## config.mk

```make
export PLATFORM = sky130hd
export DESIGN_NAME = hlg_guard
export DESIGN_NICKNAME = d
export VERILOG_FILES = /design/src/hlg_pkg.sv /design/src/hlg_guard.sv /design/src/hlg_extreme.sv
export SDC_FILE = /design/constraint.sdc
export NUM_CORES = 2
export LEC_CHECK = 0
export BUFFER_PORTS_ARGS = -buffer_cell sky130_fd_sc_hd__buf_2
export CAP_MARGIN = 20
export CORE_MARGIN = 2
export CORE_UTILIZATION = 45
export CTS_CLUSTER_DIAMETER = 60
export DETAILED_ROUTE_END_ITERATION = 12
export HOLD_SLACK_MARGIN = 0.12
export SYNTH_ARGS = -nofsm -noshare
export SYNTH_HDL_FRONTEND = slang
export SYNTH_HIERARCHICAL = 1
export SYNTH_SLANG_ARGS = --single-unit
```

## constraint.sdc

```tcl
create_clock -name aclk -period 25.6 [get_ports aclk]
set_input_delay 3.84 -clock aclk [delete_from_list [all_inputs] [get_ports aclk]]
set_output_delay 3.84 -clock aclk [all_outputs]
set_load 0.02 [all_outputs]
```

## src/hlg_pkg.sv

```systemverilog
// Shared constants and types for the heater limit guard
package hlg_pkg;

  // ----------------------------------------------------------------
  // Register byte offsets
  // ----------------------------------------------------------------
  localparam logic [7:0] REG_CTRL     = 8'h00;
  localparam logic [7:0] REG_IN0_CFG  = 8'h04;
  localparam logic [7:0] REG_IN1_CFG  = 8'h08;
  localparam logic [7:0] REG_LIMIT0   = 8'h0C;
  localparam logic [7:0] REG_LIMIT1   = 8'h10;
  localparam logic [7:0] REG_HTR_CFG  = 8'h14;
  localparam logic [7:0] REG_OUT1_MAX = 8'h18;
  localparam logic [7:0] REG_OUT2_MAX = 8'h1C;
  localparam logic [7:0] REG_MODE     = 8'h20;
  localparam logic [7:0] REG_STATUS   = 8'h24;
  localparam logic [7:0] REG_MASK     = 8'h28;
  localparam logic [7:0] REG_MAX0     = 8'h2C;
  localparam logic [7:0] REG_MIN0     = 8'h30;
  localparam logic [7:0] REG_MAX1     = 8'h34;
  localparam logic [7:0] REG_MIN1     = 8'h38;
  localparam logic [7:0] REG_PWR1     = 8'h3C;
  localparam logic [7:0] REG_PWR2     = 8'h40;

  // ----------------------------------------------------------------
  // Field positions
  // ----------------------------------------------------------------
  localparam int CTRL_CLR_BIT   = 0;
  localparam int HTR_TYPE2_BIT  = 0;
  localparam int HTR_RES1_BIT   = 1;
  localparam int HTR_RES2_BIT   = 2;
  localparam int ST_OT0_BIT     = 0;
  localparam int ST_OT1_BIT     = 1;
  localparam int ST_REJ_BIT     = 2;
  localparam int ST_W           = 3;

  // ----------------------------------------------------------------
  // Values, limits and reset values
  // ----------------------------------------------------------------
  localparam logic [11:0] LIMIT_MAX_K    = 12'hBB7;    // 2999 K
  localparam logic [11:0] LIMIT_RST      = 12'h000;
  localparam logic [31:0] MK_PER_K       = 32'h0000_03E8;
  localparam logic [15:0] IMAX_MIN_MA    = 16'h0064;   // 0.1 A
  localparam logic [15:0] IMAX_TOP_MA    = 16'h06C4;   // 1.732 A
  localparam logic [15:0] IMAX_STD_MA    = 16'h0586;   // 1.414 A
  localparam logic [15:0] OUT1_IMAX_RST  = 16'h0586;
  localparam logic [15:0] OUT2_IMAX_RST  = 16'h03E8;   // 1 A
  localparam logic [7:0]  RES_LOW_OHM    = 8'h19;      // 25 ohm
  localparam logic [7:0]  RES_HIGH_OHM   = 8'h32;      // 50 ohm
  localparam logic [31:0] UW_PER_MW      = 32'h0000_03E8;
  localparam logic [31:0] BUD1_CUR_MW    = 32'h0000_C350; // 50 W
  localparam logic [31:0] BUD1_VOLT_MW   = 32'h0001_24F8; // 75 W
  localparam logic [31:0] BUD2_CUR_MW    = 32'h0000_61A8; // 25 W
  localparam logic [31:0] BUD2_VOLT_MW   = 32'h0000_03E8; // 1 W
  localparam logic [1:0]  RESP_OKAY      = 2'h0;
  localparam logic [1:0]  RESP_SLVERR    = 2'h2;

  // ----------------------------------------------------------------
  // Types
  // ----------------------------------------------------------------
  typedef enum logic [1:0] {UNIT_KELVIN, UNIT_CELSIUS, UNIT_SENSOR, UNIT_BAD} hlg_unit_t;
  typedef enum logic [1:0] {MODE_OFF, MODE_PID, MODE_ZONE, MODE_OPEN} hlg_mode_t;

  typedef struct packed {
    logic               valid;
    logic signed [31:0] kelvin_mk;
    logic signed [31:0] celsius_mc;
    logic signed [31:0] sensor;
  } hlg_rdg_t;

  typedef struct packed {
    logic        enable;
    logic        volt_type;
    logic [15:0] imax_ma;
    logic [31:0] cap_mw;
  } hlg_drive_t;

endpackage

```

## src/hlg_guard.sv

```systemverilog
// Heater limit guard: over-temperature shutdown, extremes and heater setup
//
// How it works
// - any input reading above its enabled limit forces every heater output off.
// - each limit spans 0 to 2999 K, resets to 0, and 0 disables its comparison.
// - each input has a unit choice of kelvin, celsius or sensor units for extremes.
// - highest and lowest reading per input are kept in that input's chosen units.
// - extreme tracking always runs and has no enable.
// - extremes clear at reset, on any input setting write, and on a clear command.
// - only output two has a type choice, current or voltage, resetting to current.
// - power budget is 50 W plus 25 W with output two current, 75 W plus 1 W with voltage.
// - output one may exceed 1.414 A only with output two on voltage and a 25 ohm setting.
// - output two cannot return to current while output one is above 1.414 A.
// - maximum current accepts any value from 0.1 A to 1.732 A on output one and to 1.414 A on output two, discrete ones included.
// - reset gives 25 ohm, 1.414 A on output one and 1 A on output two.
// - resistance and maximum current together cap delivered power.
// - each output has off, feedback, zone and open-loop modes; off sources nothing.
`timescale 1ns/1ns
module hlg_guard
  import hlg_pkg::*;
#(
  parameter int ADDR_W = 8
)(
  // Clock and reset
  input  wire logic              aclk,
  input  wire logic              aresetn,
  // AXI4-Lite write address and data
  input  wire logic [ADDR_W-1:0] s_axi_awaddr,
  input  wire logic              s_axi_awvalid,
  output logic                   s_axi_awready,
  input  wire logic [31:0]       s_axi_wdata,
  input  wire logic [3:0]        s_axi_wstrb,
  input  wire logic              s_axi_wvalid,
  output logic                   s_axi_wready,
  // AXI4-Lite write response
  output logic [1:0]             s_axi_bresp,
  output logic                   s_axi_bvalid,
  input  wire logic              s_axi_bready,
  // AXI4-Lite read
  input  wire logic [ADDR_W-1:0] s_axi_araddr,
  input  wire logic              s_axi_arvalid,
  output logic                   s_axi_arready,
  output logic [31:0]            s_axi_rdata,
  output logic [1:0]             s_axi_rresp,
  output logic                   s_axi_rvalid,
  input  wire logic              s_axi_rready,
  // Sensor readings
  input  hlg_rdg_t               rdg0,
  input  hlg_rdg_t               rdg1,
  // Heater output stages
  output hlg_drive_t             drive1,
  output hlg_drive_t             drive2,
  output logic                   overtemp_shutdown,
  // Interrupt
  output logic                   irq
);

  // ----------------------------------------------------------------
  // State
  // ----------------------------------------------------------------
  hlg_unit_t   unit_sel [2];
  logic [11:0] limit_k  [2];
  logic [1:0]  over;
  logic        type2_volt;
  logic        res1_high;
  logic        res2_high;
  logic [15:0] imax1;
  logic [15:0] imax2;
  hlg_mode_t   mode1;
  hlg_mode_t   mode2;
  logic [ST_W-1:0] status;
  logic [ST_W-1:0] mask;
  logic signed [31:0] ext_max [2];
  logic signed [31:0] ext_min [2];
  hlg_rdg_t    rdg [2];

  logic              aw_hold;
  logic              w_hold;
  logic [ADDR_W-1:0] aw_addr;
  logic [31:0]       w_data;
  logic [3:0]        w_strb;

  assign rdg[0] = rdg0;
  assign rdg[1] = rdg1;

  // ----------------------------------------------------------------
  // Write channel
  // ----------------------------------------------------------------
  assign s_axi_awready = !aw_hold;
  assign s_axi_wready  = !w_hold;

  wire       wr_fire = aw_hold && w_hold && !s_axi_bvalid;
  wire [7:0] wr_off  = 8'(aw_addr);

  function automatic logic [31:0] merge(input logic [31:0] old, input logic [31:0] nw, input logic [3:0] st);
    logic [31:0] res;
    res = old;
    for (int b = 0; b < 4; b++) begin
      if (st[b]) begin
        res[8*b +: 8] = nw[8*b +: 8];
      end
    end
    return res;
  endfunction

  wire [31:0] m_in0  = merge({30'h0, unit_sel[0]}, w_data, w_strb);
  wire [31:0] m_in1  = merge({30'h0, unit_sel[1]}, w_data, w_strb);
  wire [31:0] m_lim0 = merge({20'h0, limit_k[0]}, w_data, w_strb);
  wire [31:0] m_lim1 = merge({20'h0, limit_k[1]}, w_data, w_strb);
  wire [31:0] m_htr  = merge({29'h0, res2_high, res1_high, type2_volt}, w_data, w_strb);
  wire [31:0] m_i1   = merge({16'h0, imax1}, w_data, w_strb);
  wire [31:0] m_i2   = merge({16'h0, imax2}, w_data, w_strb);
  wire [31:0] m_mode = merge({28'h0, mode2, mode1}, w_data, w_strb);
  wire [31:0] m_mask = merge({29'h0, mask}, w_data, w_strb);

  wire sel_ctrl = wr_off == REG_CTRL;
  wire sel_in0  = wr_off == REG_IN0_CFG;
  wire sel_in1  = wr_off == REG_IN1_CFG;
  wire sel_lim0 = wr_off == REG_LIMIT0;
  wire sel_lim1 = wr_off == REG_LIMIT1;
  wire sel_htr  = wr_off == REG_HTR_CFG;
  wire sel_i1   = wr_off == REG_OUT1_MAX;
  wire sel_i2   = wr_off == REG_OUT2_MAX;
  wire sel_mode = wr_off == REG_MODE;
  wire sel_mask = wr_off == REG_MASK;
  wire wr_known = sel_ctrl | sel_in0 | sel_in1 | sel_lim0 | sel_lim1 | sel_htr
                | sel_i1 | sel_i2 | sel_mode | sel_mask;

  // the fourth unit code is not a choice
  wire bad_in0  = sel_in0 && (m_in0[31:2] != 30'h0 || m_in0[1:0] == UNIT_BAD);
  wire bad_in1  = sel_in1 && (m_in1[31:2] != 30'h0 || m_in1[1:0] == UNIT_BAD);
  wire bad_lim0 = sel_lim0 && (m_lim0[31:12] != 20'h0 || m_lim0[11:0] > LIMIT_MAX_K);
  wire bad_lim1 = sel_lim1 && (m_lim1[31:12] != 20'h0 || m_lim1[11:0] > LIMIT_MAX_K);
  // back to current blocked while output one runs high current
  wire htr_hi   = imax1 > IMAX_STD_MA;
  wire bad_htr  = sel_htr && htr_hi && (!m_htr[HTR_TYPE2_BIT] || m_htr[HTR_RES1_BIT]);
  // high current only in the voltage, 25 ohm configuration
  wire i1_hi    = m_i1[15:0] > IMAX_STD_MA;
  wire bad_i1   = sel_i1 && (m_i1[31:16] != 16'h0 || m_i1[15:0] < IMAX_MIN_MA
                || m_i1[15:0] > IMAX_TOP_MA || (i1_hi && (!type2_volt || res1_high)));
  wire bad_i2   = sel_i2 && (m_i2[31:16] != 16'h0 || m_i2[15:0] < IMAX_MIN_MA
                || m_i2[15:0] > IMAX_STD_MA);
  wire wr_bad   = !wr_known || bad_in0 || bad_in1 || bad_lim0 || bad_lim1 || bad_htr || bad_i1 || bad_i2;
  wire wr_ok    = wr_fire && !wr_bad;

  // any input setting write or clear command clears extremes
  wire ext_clear = wr_ok && ((sel_ctrl && w_data[CTRL_CLR_BIT] && w_strb[0])
                 || sel_in0 || sel_in1 || sel_lim0 || sel_lim1);

  always_ff @(posedge aclk) begin
    if (!aresetn) begin
      aw_hold <= 1'b0;
      aw_addr <= '0;
    end else if (wr_fire) begin
      aw_hold <= 1'b0;
    end else if (s_axi_awvalid && !aw_hold) begin
      aw_hold <= 1'b1;
      aw_addr <= s_axi_awaddr;
    end
  end

  always_ff @(posedge aclk) begin
    if (!aresetn) begin
      w_hold <= 1'b0;
      w_data <= '0;
      w_strb <= '0;
    end else if (wr_fire) begin
      w_hold <= 1'b0;
    end else if (s_axi_wvalid && !w_hold) begin
      w_hold <= 1'b1;
      w_data <= s_axi_wdata;
      w_strb <= s_axi_wstrb;
    end
  end

  always_ff @(posedge aclk) begin
    if (!aresetn) begin
      s_axi_bvalid <= 1'b0;
      s_axi_bresp  <= RESP_OKAY;
    end else if (wr_fire) begin
      s_axi_bvalid <= 1'b1;
      s_axi_bresp  <= wr_bad ? RESP_SLVERR : RESP_OKAY;
    end else if (s_axi_bready) begin
      s_axi_bvalid <= 1'b0;
    end
  end

  // ----------------------------------------------------------------
  // Configuration registers
  // ----------------------------------------------------------------
  always_ff @(posedge aclk) begin
    if (!aresetn) begin
      unit_sel[0] <= UNIT_KELVIN;
      unit_sel[1] <= UNIT_KELVIN;
      limit_k[0]  <= LIMIT_RST;
      limit_k[1]  <= LIMIT_RST;
      // output two starts as current source
      type2_volt  <= 1'b0;
      res1_high   <= 1'b0;
      res2_high   <= 1'b0;
      imax1       <= OUT1_IMAX_RST;
      imax2       <= OUT2_IMAX_RST;
      mode1       <= MODE_OFF;
      mode2       <= MODE_OFF;
      mask        <= '0;
    end else if (wr_ok) begin
      if (sel_in0) unit_sel[0] <= hlg_unit_t'(m_in0[1:0]);
      if (sel_in1) unit_sel[1] <= hlg_unit_t'(m_in1[1:0]);
      if (sel_lim0) limit_k[0] <= m_lim0[11:0];
      if (sel_lim1) limit_k[1] <= m_lim1[11:0];
      if (sel_htr) begin
        type2_volt <= m_htr[HTR_TYPE2_BIT];
        res1_high  <= m_htr[HTR_RES1_BIT];
        res2_high  <= m_htr[HTR_RES2_BIT];
      end
      if (sel_i1) imax1 <= m_i1[15:0];
      if (sel_i2) imax2 <= m_i2[15:0];
      if (sel_mode) begin
        mode1 <= hlg_mode_t'(m_mode[1:0]);
        mode2 <= hlg_mode_t'(m_mode[3:2]);
      end
      if (sel_mask) mask <= m_mask[ST_W-1:0];
    end
  end

  // ----------------------------------------------------------------
  // Per-input limit and extremes
  // ----------------------------------------------------------------
  logic [1:0] over_rise;

  for (genvar i = 0; i < 2; i++) begin : g_in
    wire [31:0]        lim_mk = 32'(limit_k[i]) * MK_PER_K;
    wire               above  = limit_k[i] != LIMIT_RST && $unsigned(rdg[i].kelvin_mk) > lim_mk;
    wire signed [31:0] pick   = unit_sel[i] == UNIT_CELSIUS ? rdg[i].celsius_mc :
                                unit_sel[i] == UNIT_SENSOR  ? rdg[i].sensor : rdg[i].kelvin_mk;

    assign over_rise[i] = rdg[i].valid && above && !over[i];

    // flag holds until a reading at or below the limit, or until the limit is set to 0
    always_ff @(posedge aclk) begin
      if (!aresetn) begin
        over[i] <= 1'b0;
      end else if (limit_k[i] == LIMIT_RST) begin
        over[i] <= 1'b0;
      end else if (rdg[i].valid) begin
        over[i] <= above;
      end
    end

    hlg_extreme u_ext (
      .aclk         (aclk),
      .aresetn      (aresetn),
      .clear        (ext_clear),
      .sample_valid (rdg[i].valid),
      .sample       (pick),
      .max_val      (ext_max[i]),
      .min_val      (ext_min[i])
    );
  end

  // ----------------------------------------------------------------
  // Heater drive
  // ----------------------------------------------------------------
  // any over-limit input shuts down every output
  assign overtemp_shutdown = |over;

  // cap is I squared times R, clipped to the budget
  wire [31:0] ohm1   = 32'(res1_high ? RES_HIGH_OHM : RES_LOW_OHM);
  wire [31:0] ohm2   = 32'(res2_high ? RES_HIGH_OHM : RES_LOW_OHM);
  wire [31:0] raw1   = 32'(32'(imax1) * 32'(imax1) * ohm1 / UW_PER_MW);
  wire [31:0] raw2   = 32'(32'(imax2) * 32'(imax2) * ohm2 / UW_PER_MW);
  wire [31:0] bud1   = type2_volt ? BUD1_VOLT_MW : BUD1_CUR_MW;
  wire [31:0] bud2   = type2_volt ? BUD2_VOLT_MW : BUD2_CUR_MW;

  always_ff @(posedge aclk) begin
    if (!aresetn) begin
      drive1 <= '0;
      drive2 <= '0;
    end else begin
      // off mode or shutdown sources no current
      drive1.enable    <= mode1 != MODE_OFF && !overtemp_shutdown;
      drive1.volt_type <= 1'b0;
      drive1.imax_ma   <= imax1;
      drive1.cap_mw    <= raw1 < bud1 ? raw1 : bud1;
      drive2.enable    <= mode2 != MODE_OFF && !overtemp_shutdown;
      // selects the active stage and connector
      drive2.volt_type <= type2_volt;
      drive2.imax_ma   <= imax2;
      drive2.cap_mw    <= raw2 < bud2 ? raw2 : bud2;
    end
  end

  // ----------------------------------------------------------------
  // Read channel, status and interrupt
  // ----------------------------------------------------------------
  assign s_axi_arready = !s_axi_rvalid;

  wire       rd_fire = s_axi_arvalid && !s_axi_rvalid;
  wire [7:0] rd_off  = 8'(s_axi_araddr);
  wire       rd_stat = rd_fire && rd_off == REG_STATUS;

  logic [31:0] rd_mux;
  logic        rd_hit;

  always_comb begin
    rd_hit = 1'b1;
    unique case (rd_off)
      REG_CTRL:     rd_mux = '0;
      REG_IN0_CFG:  rd_mux = {30'h0, unit_sel[0]};
      REG_IN1_CFG:  rd_mux = {30'h0, unit_sel[1]};
      REG_LIMIT0:   rd_mux = {20'h0, limit_k[0]};
      REG_LIMIT1:   rd_mux = {20'h0, limit_k[1]};
      REG_HTR_CFG:  rd_mux = {29'h0, res2_high, res1_high, type2_volt};
      REG_OUT1_MAX: rd_mux = {16'h0, imax1};
      REG_OUT2_MAX: rd_mux = {16'h0, imax2};
      REG_MODE:     rd_mux = {28'h0, mode2, mode1};
      REG_STATUS:   rd_mux = {29'h0, status};
      REG_MASK:     rd_mux = {29'h0, mask};
      REG_MAX0:     rd_mux = ext_max[0];
      REG_MIN0:     rd_mux = ext_min[0];
      REG_MAX1:     rd_mux = ext_max[1];
      REG_MIN1:     rd_mux = ext_min[1];
      REG_PWR1:     rd_mux = drive1.cap_mw;
      REG_PWR2:     rd_mux = drive2.cap_mw;
      default: begin
        rd_mux = '0;
        rd_hit = 1'b0;
      end
    endcase
  end

  always_ff @(posedge aclk) begin
    if (!aresetn) begin
      s_axi_rvalid <= 1'b0;
      s_axi_rdata  <= '0;
      s_axi_rresp  <= RESP_OKAY;
    end else if (rd_fire) begin
      s_axi_rvalid <= 1'b1;
      s_axi_rdata  <= rd_mux;
      s_axi_rresp  <= rd_hit ? RESP_OKAY : RESP_SLVERR;
    end else if (s_axi_rready) begin
      s_axi_rvalid <= 1'b0;
    end
  end

  // Events set, a status read clears; set wins in the same cycle
  wire [ST_W-1:0] ev = {wr_fire && wr_bad, over_rise[1], over_rise[0]};
  wire [ST_W-1:0] next_status = (rd_stat ? {ST_W{1'b0}} : status) | ev;

  always_ff @(posedge aclk) begin
    if (!aresetn) begin
      status <= '0;
      irq    <= 1'b0;
    end else begin
      status <= next_status;
      irq    <= |(next_status & mask);
    end
  end

endmodule // hlg_guard

```

## src/hlg_extreme.sv

```systemverilog
// Highest and lowest value tracker for one input
`timescale 1ns/1ns
module hlg_extreme
  import hlg_pkg::*;
(
  // Clock and reset
  input  wire logic               aclk,
  input  wire logic               aresetn,
  // Control and sample
  input  wire logic               clear,
  input  wire logic               sample_valid,
  input  wire logic signed [31:0] sample,
  // Stored extremes
  output logic signed [31:0]      max_val,
  output logic signed [31:0]      min_val
);

  logic seen;

  // Clear has priority; a sample in the same cycle is dropped with the old set
  always_ff @(posedge aclk) begin
    if (!aresetn || clear) begin
      seen    <= 1'b0;
      max_val <= '0;
      min_val <= '0;
    end else if (sample_valid) begin
      seen <= 1'b1;
      if (!seen || sample > max_val) begin
        max_val <= sample;
      end
      if (!seen || sample < min_val) begin
        min_val <= sample;
      end
    end
  end

endmodule // hlg_extreme

```

==> flow_summary_export.csv <==
group,metric,value,unit
die,initial_core_util,45.38,%
critical_path,crit_path_start_kind,"flip-flop",
global_routing,antenna_found_initial,13,
timing,rsz0062_at_grt,"true",
clock_tree,cts_htree_levels,2,
logic_synthesis,synth_common_cells,"inv_1, nand2_1, ha_1, fa_1, nor2_1",
timing,max_freq,0.04021,GHz
job,cap_viol_max_count,0,
timing,period_needed,24.87,ns
clock_tree,clk_pin_slew_worst_paths,0.06,ns
die,dieArea,139600,sq um
cells_and_area,fin_util,51.91,%
timing,timing.final.crit_share,97.14,%
critical_path,end_kind,"flip-flop",
clock_tree,cts_root_buf,"clkbuf_16",
clock_tree,clock_path_buffers,3,
cells_and_area,fill_cells,13060,
place,dp_hpwl,169.3,mm
hold_path,min_from,"w_data[25]$_SDFFE_PN0P_",
power,power.total,8.202,mW
timing,finalSetupTns,0,ns
logic_synthesis,ys_seq_area_share,12.47,%
critical_path,crit_fanout,16,
timing,skew,0.03133,ns
critical_path,crit_start,"imax2[15]$_SDFFE_PN0P_",
drt,vias,57670,
cells_and_area,layout-drive-gt1-share,16.34,%
logic_synthesis,synth_flop_cell,"dfxtp_1",
logic_synthesis,yosysUniqueCellTypes,159,
die,die_h,373.6,um
logic_synthesis,syn_avg_cell_area,8.129,sq um
logic_synthesis,synth_area_leaders,"fa_1, ha_1, dfxtp_1, inv_1, nand2_1",
timing,hold_viol_final,0,
hold_path,hold_path.class,"reg2reg",
logic_synthesis,synth_top_area_share,18.04,%
critical_path,max_stage_delay,0.60,ns
logic_synthesis,synthCells,7563,
logic_synthesis,synth_top_cell_by_area,"fa_1",
timing,setup_viol,0,
logic_synthesis,synth.most_common_cell,"inv_1",
drt,ant_nets,0,
critical_path,cp.required,26.16,ns
critical_path,cp.arrival,25.43,ns
critical_path,path_class,"reg2reg",
drt,viasPerCell,5.846,
cells_and_area,finalNonFillerCells,9865,
timing,timing.hold.ws,0.4538,ns
logic_synthesis,synth.yosys.warnings,6,
global_routing,grt.total_usage,29.03,%
drt,routedWlPerCell,21.20,um
cells_and_area,nNetsFinal,9440,
timing,layout_setup_ws,0.7330,ns
place,place.gp.congestion,0.9960,
drt,drtPass1Iterations,6,
timing,slew_headroom,15.90,%
die,fp.dieW,373.6,um
cells_and_area,area_growth,14.37,%
clock_tree,cts_tree,"done",
die,core,135500,sq um
timing,maxSlewViolCount,0,
power,ir_drop,0.3198,mV
drt,drcViolationCount,0,
logic_synthesis,async_reset_ff_share,0,%
critical_path,crit_path_top_delay_cell,"fa_1",
clock_tree,cts.sinks,369,
global_routing,grt_start_max_net_pins,98,
global_routing,grt_first_pass_wirelength,322.9,mm
logic_synthesis,synth_edf_count,28,
run_status,status,"completed",
place,numPortBuffers,374,
place,placed_cells,9661,
global_routing,grt_pass1_vias,55740,
critical_path,worst_r2r_startpoint,"imax2[15]$_SDFFE_PN0P_",
die,ios,396,
drt,routed_wl,209.1,mm
place,place_area,65970,sq um
power,leakagePower,33.30,nW
power,power_density,116.6,nW/um^2
cells_and_area,final_cell_area,70320,sq um
logic_synthesis,ys_ff_latch,369,
timing,tightest_slew,1.257,ns
global_routing,grt.overflow.total,0,
clock_tree,cts_made_buffers,48,
place,preCtsSetupSlack,-0.8592,ns
die,row_count,135,
drt,drtIter0Drc,4859,
logic_synthesis,netlist_area,61480,sq um
clock_tree,clk_latency,0.63,ns
[final cells by class]
class,instances,area (sq um),share of cell area [%]
multi-input cells,5850,50080,71.22
well taps,1781,2228,3.169
inverters,1050,3946,5.612
clock buffers,64,1426,2.029
diodes,5,12.51,0.01779
repair buffers,723,4592,6.530
clock inverters,23,305.3,0.4342
flip-flops and latches,369,7729,10.99
[cell families (layout without fill, tap and decap cells)]
kind of cell | after synthesis | in the layout | synth area share, %
mux | 324 | 324 | 5.367
simple gates | 2246 | 2246 | 17.77
buf+inv | 1387 | 1860 | 9.068
other cells | 2 | 48 | 0.01222
flops | 369 | 369 | 12.47
fa+ha+maj | 1156 | 1156 | 30.25
compound gates | 1782 | 1783 | 20.62
xor+xnor | 297 | 298 | 4.439
[worst max-delay path, delay by kind of cell, from the launching register on]
kind	cells	cell delay [ns]
compound gates	37	9.79
fa+ha+maj	12	5.83
simple gates	22	5.08
buf+inv	13	1.96
mux	4	1.18
xor+xnor	3	0.52
flops	1	0.41
[state kept, by name, indices dropped and copies added, names as in the netlist, 16 cells and up]
name,cells
drive1,40
drive2,41
g_in.u_ext/max_val,64
g_in.u_ext/min_val,64
imax1,16
imax2,16
limit_k,24
s_axi_rdata,32
w_data,32
[worst paths after layout]
| path | endpoint | slack [ns] | cells after the start |
|---|---|---|---|
| setup reg to reg | drive2[0]$_SDFF_PP0_ | 0.73 | 91 |
| hold / removal | w_data[25]$_SDFFE_PN0P_ | 0.45 | 2 |
| setup / recovery | drive2[0]$_SDFF_PP0_ | 0.73 | 91 |
| hold reg to reg | w_data[25]$_SDFFE_PN0P_ | 0.45 | 2 |
[placed cells by master, fill, tap and decap left out, types with 117 or more instances in the layout]
master and n:
dfxtp_1 312, mux2i_1 279, inv_1 1041, nand2_1 809
nand3_1 128, buf_4 336, nor3_1 117, nor2_1 448
and2_1 153, ha_1 579, a21oi_1 450, xnor2_1 184
fa_1 554, buf_2 374, o21ai_0 238
[metal layers]
layer / vias to the layer above / GRT usage [%] / part of all wire, %
met5: - / 0 / 0.022
met4: 6 / 11.53 / 4.6
met3: 395 / 4.584 / 7.3
met2: 2129 / 46.88 / 45
met1: 28000 / 38.77 / 43
li1: 27140 / - / -
[report_power, final]
group,internal (mW),total (mW),switching (mW)
sequential,0.633,0.728,0.0950
clock,0.438,0.742,0.304
combinational,2.84,6.73,3.89
total,3.91,8.20,4.29
[what timing repair did]
action	4_1_cts	5_1_grt
setup endpoints to repair	19	30
pin swaps	4	80
endpoints found under the hold margin	0	0
hold buffers	0	0
resized for setup	38	321
gates cloned	0	2
setup buffers	5	102
No activity file was read; power rests on OpenSTA's default activity.
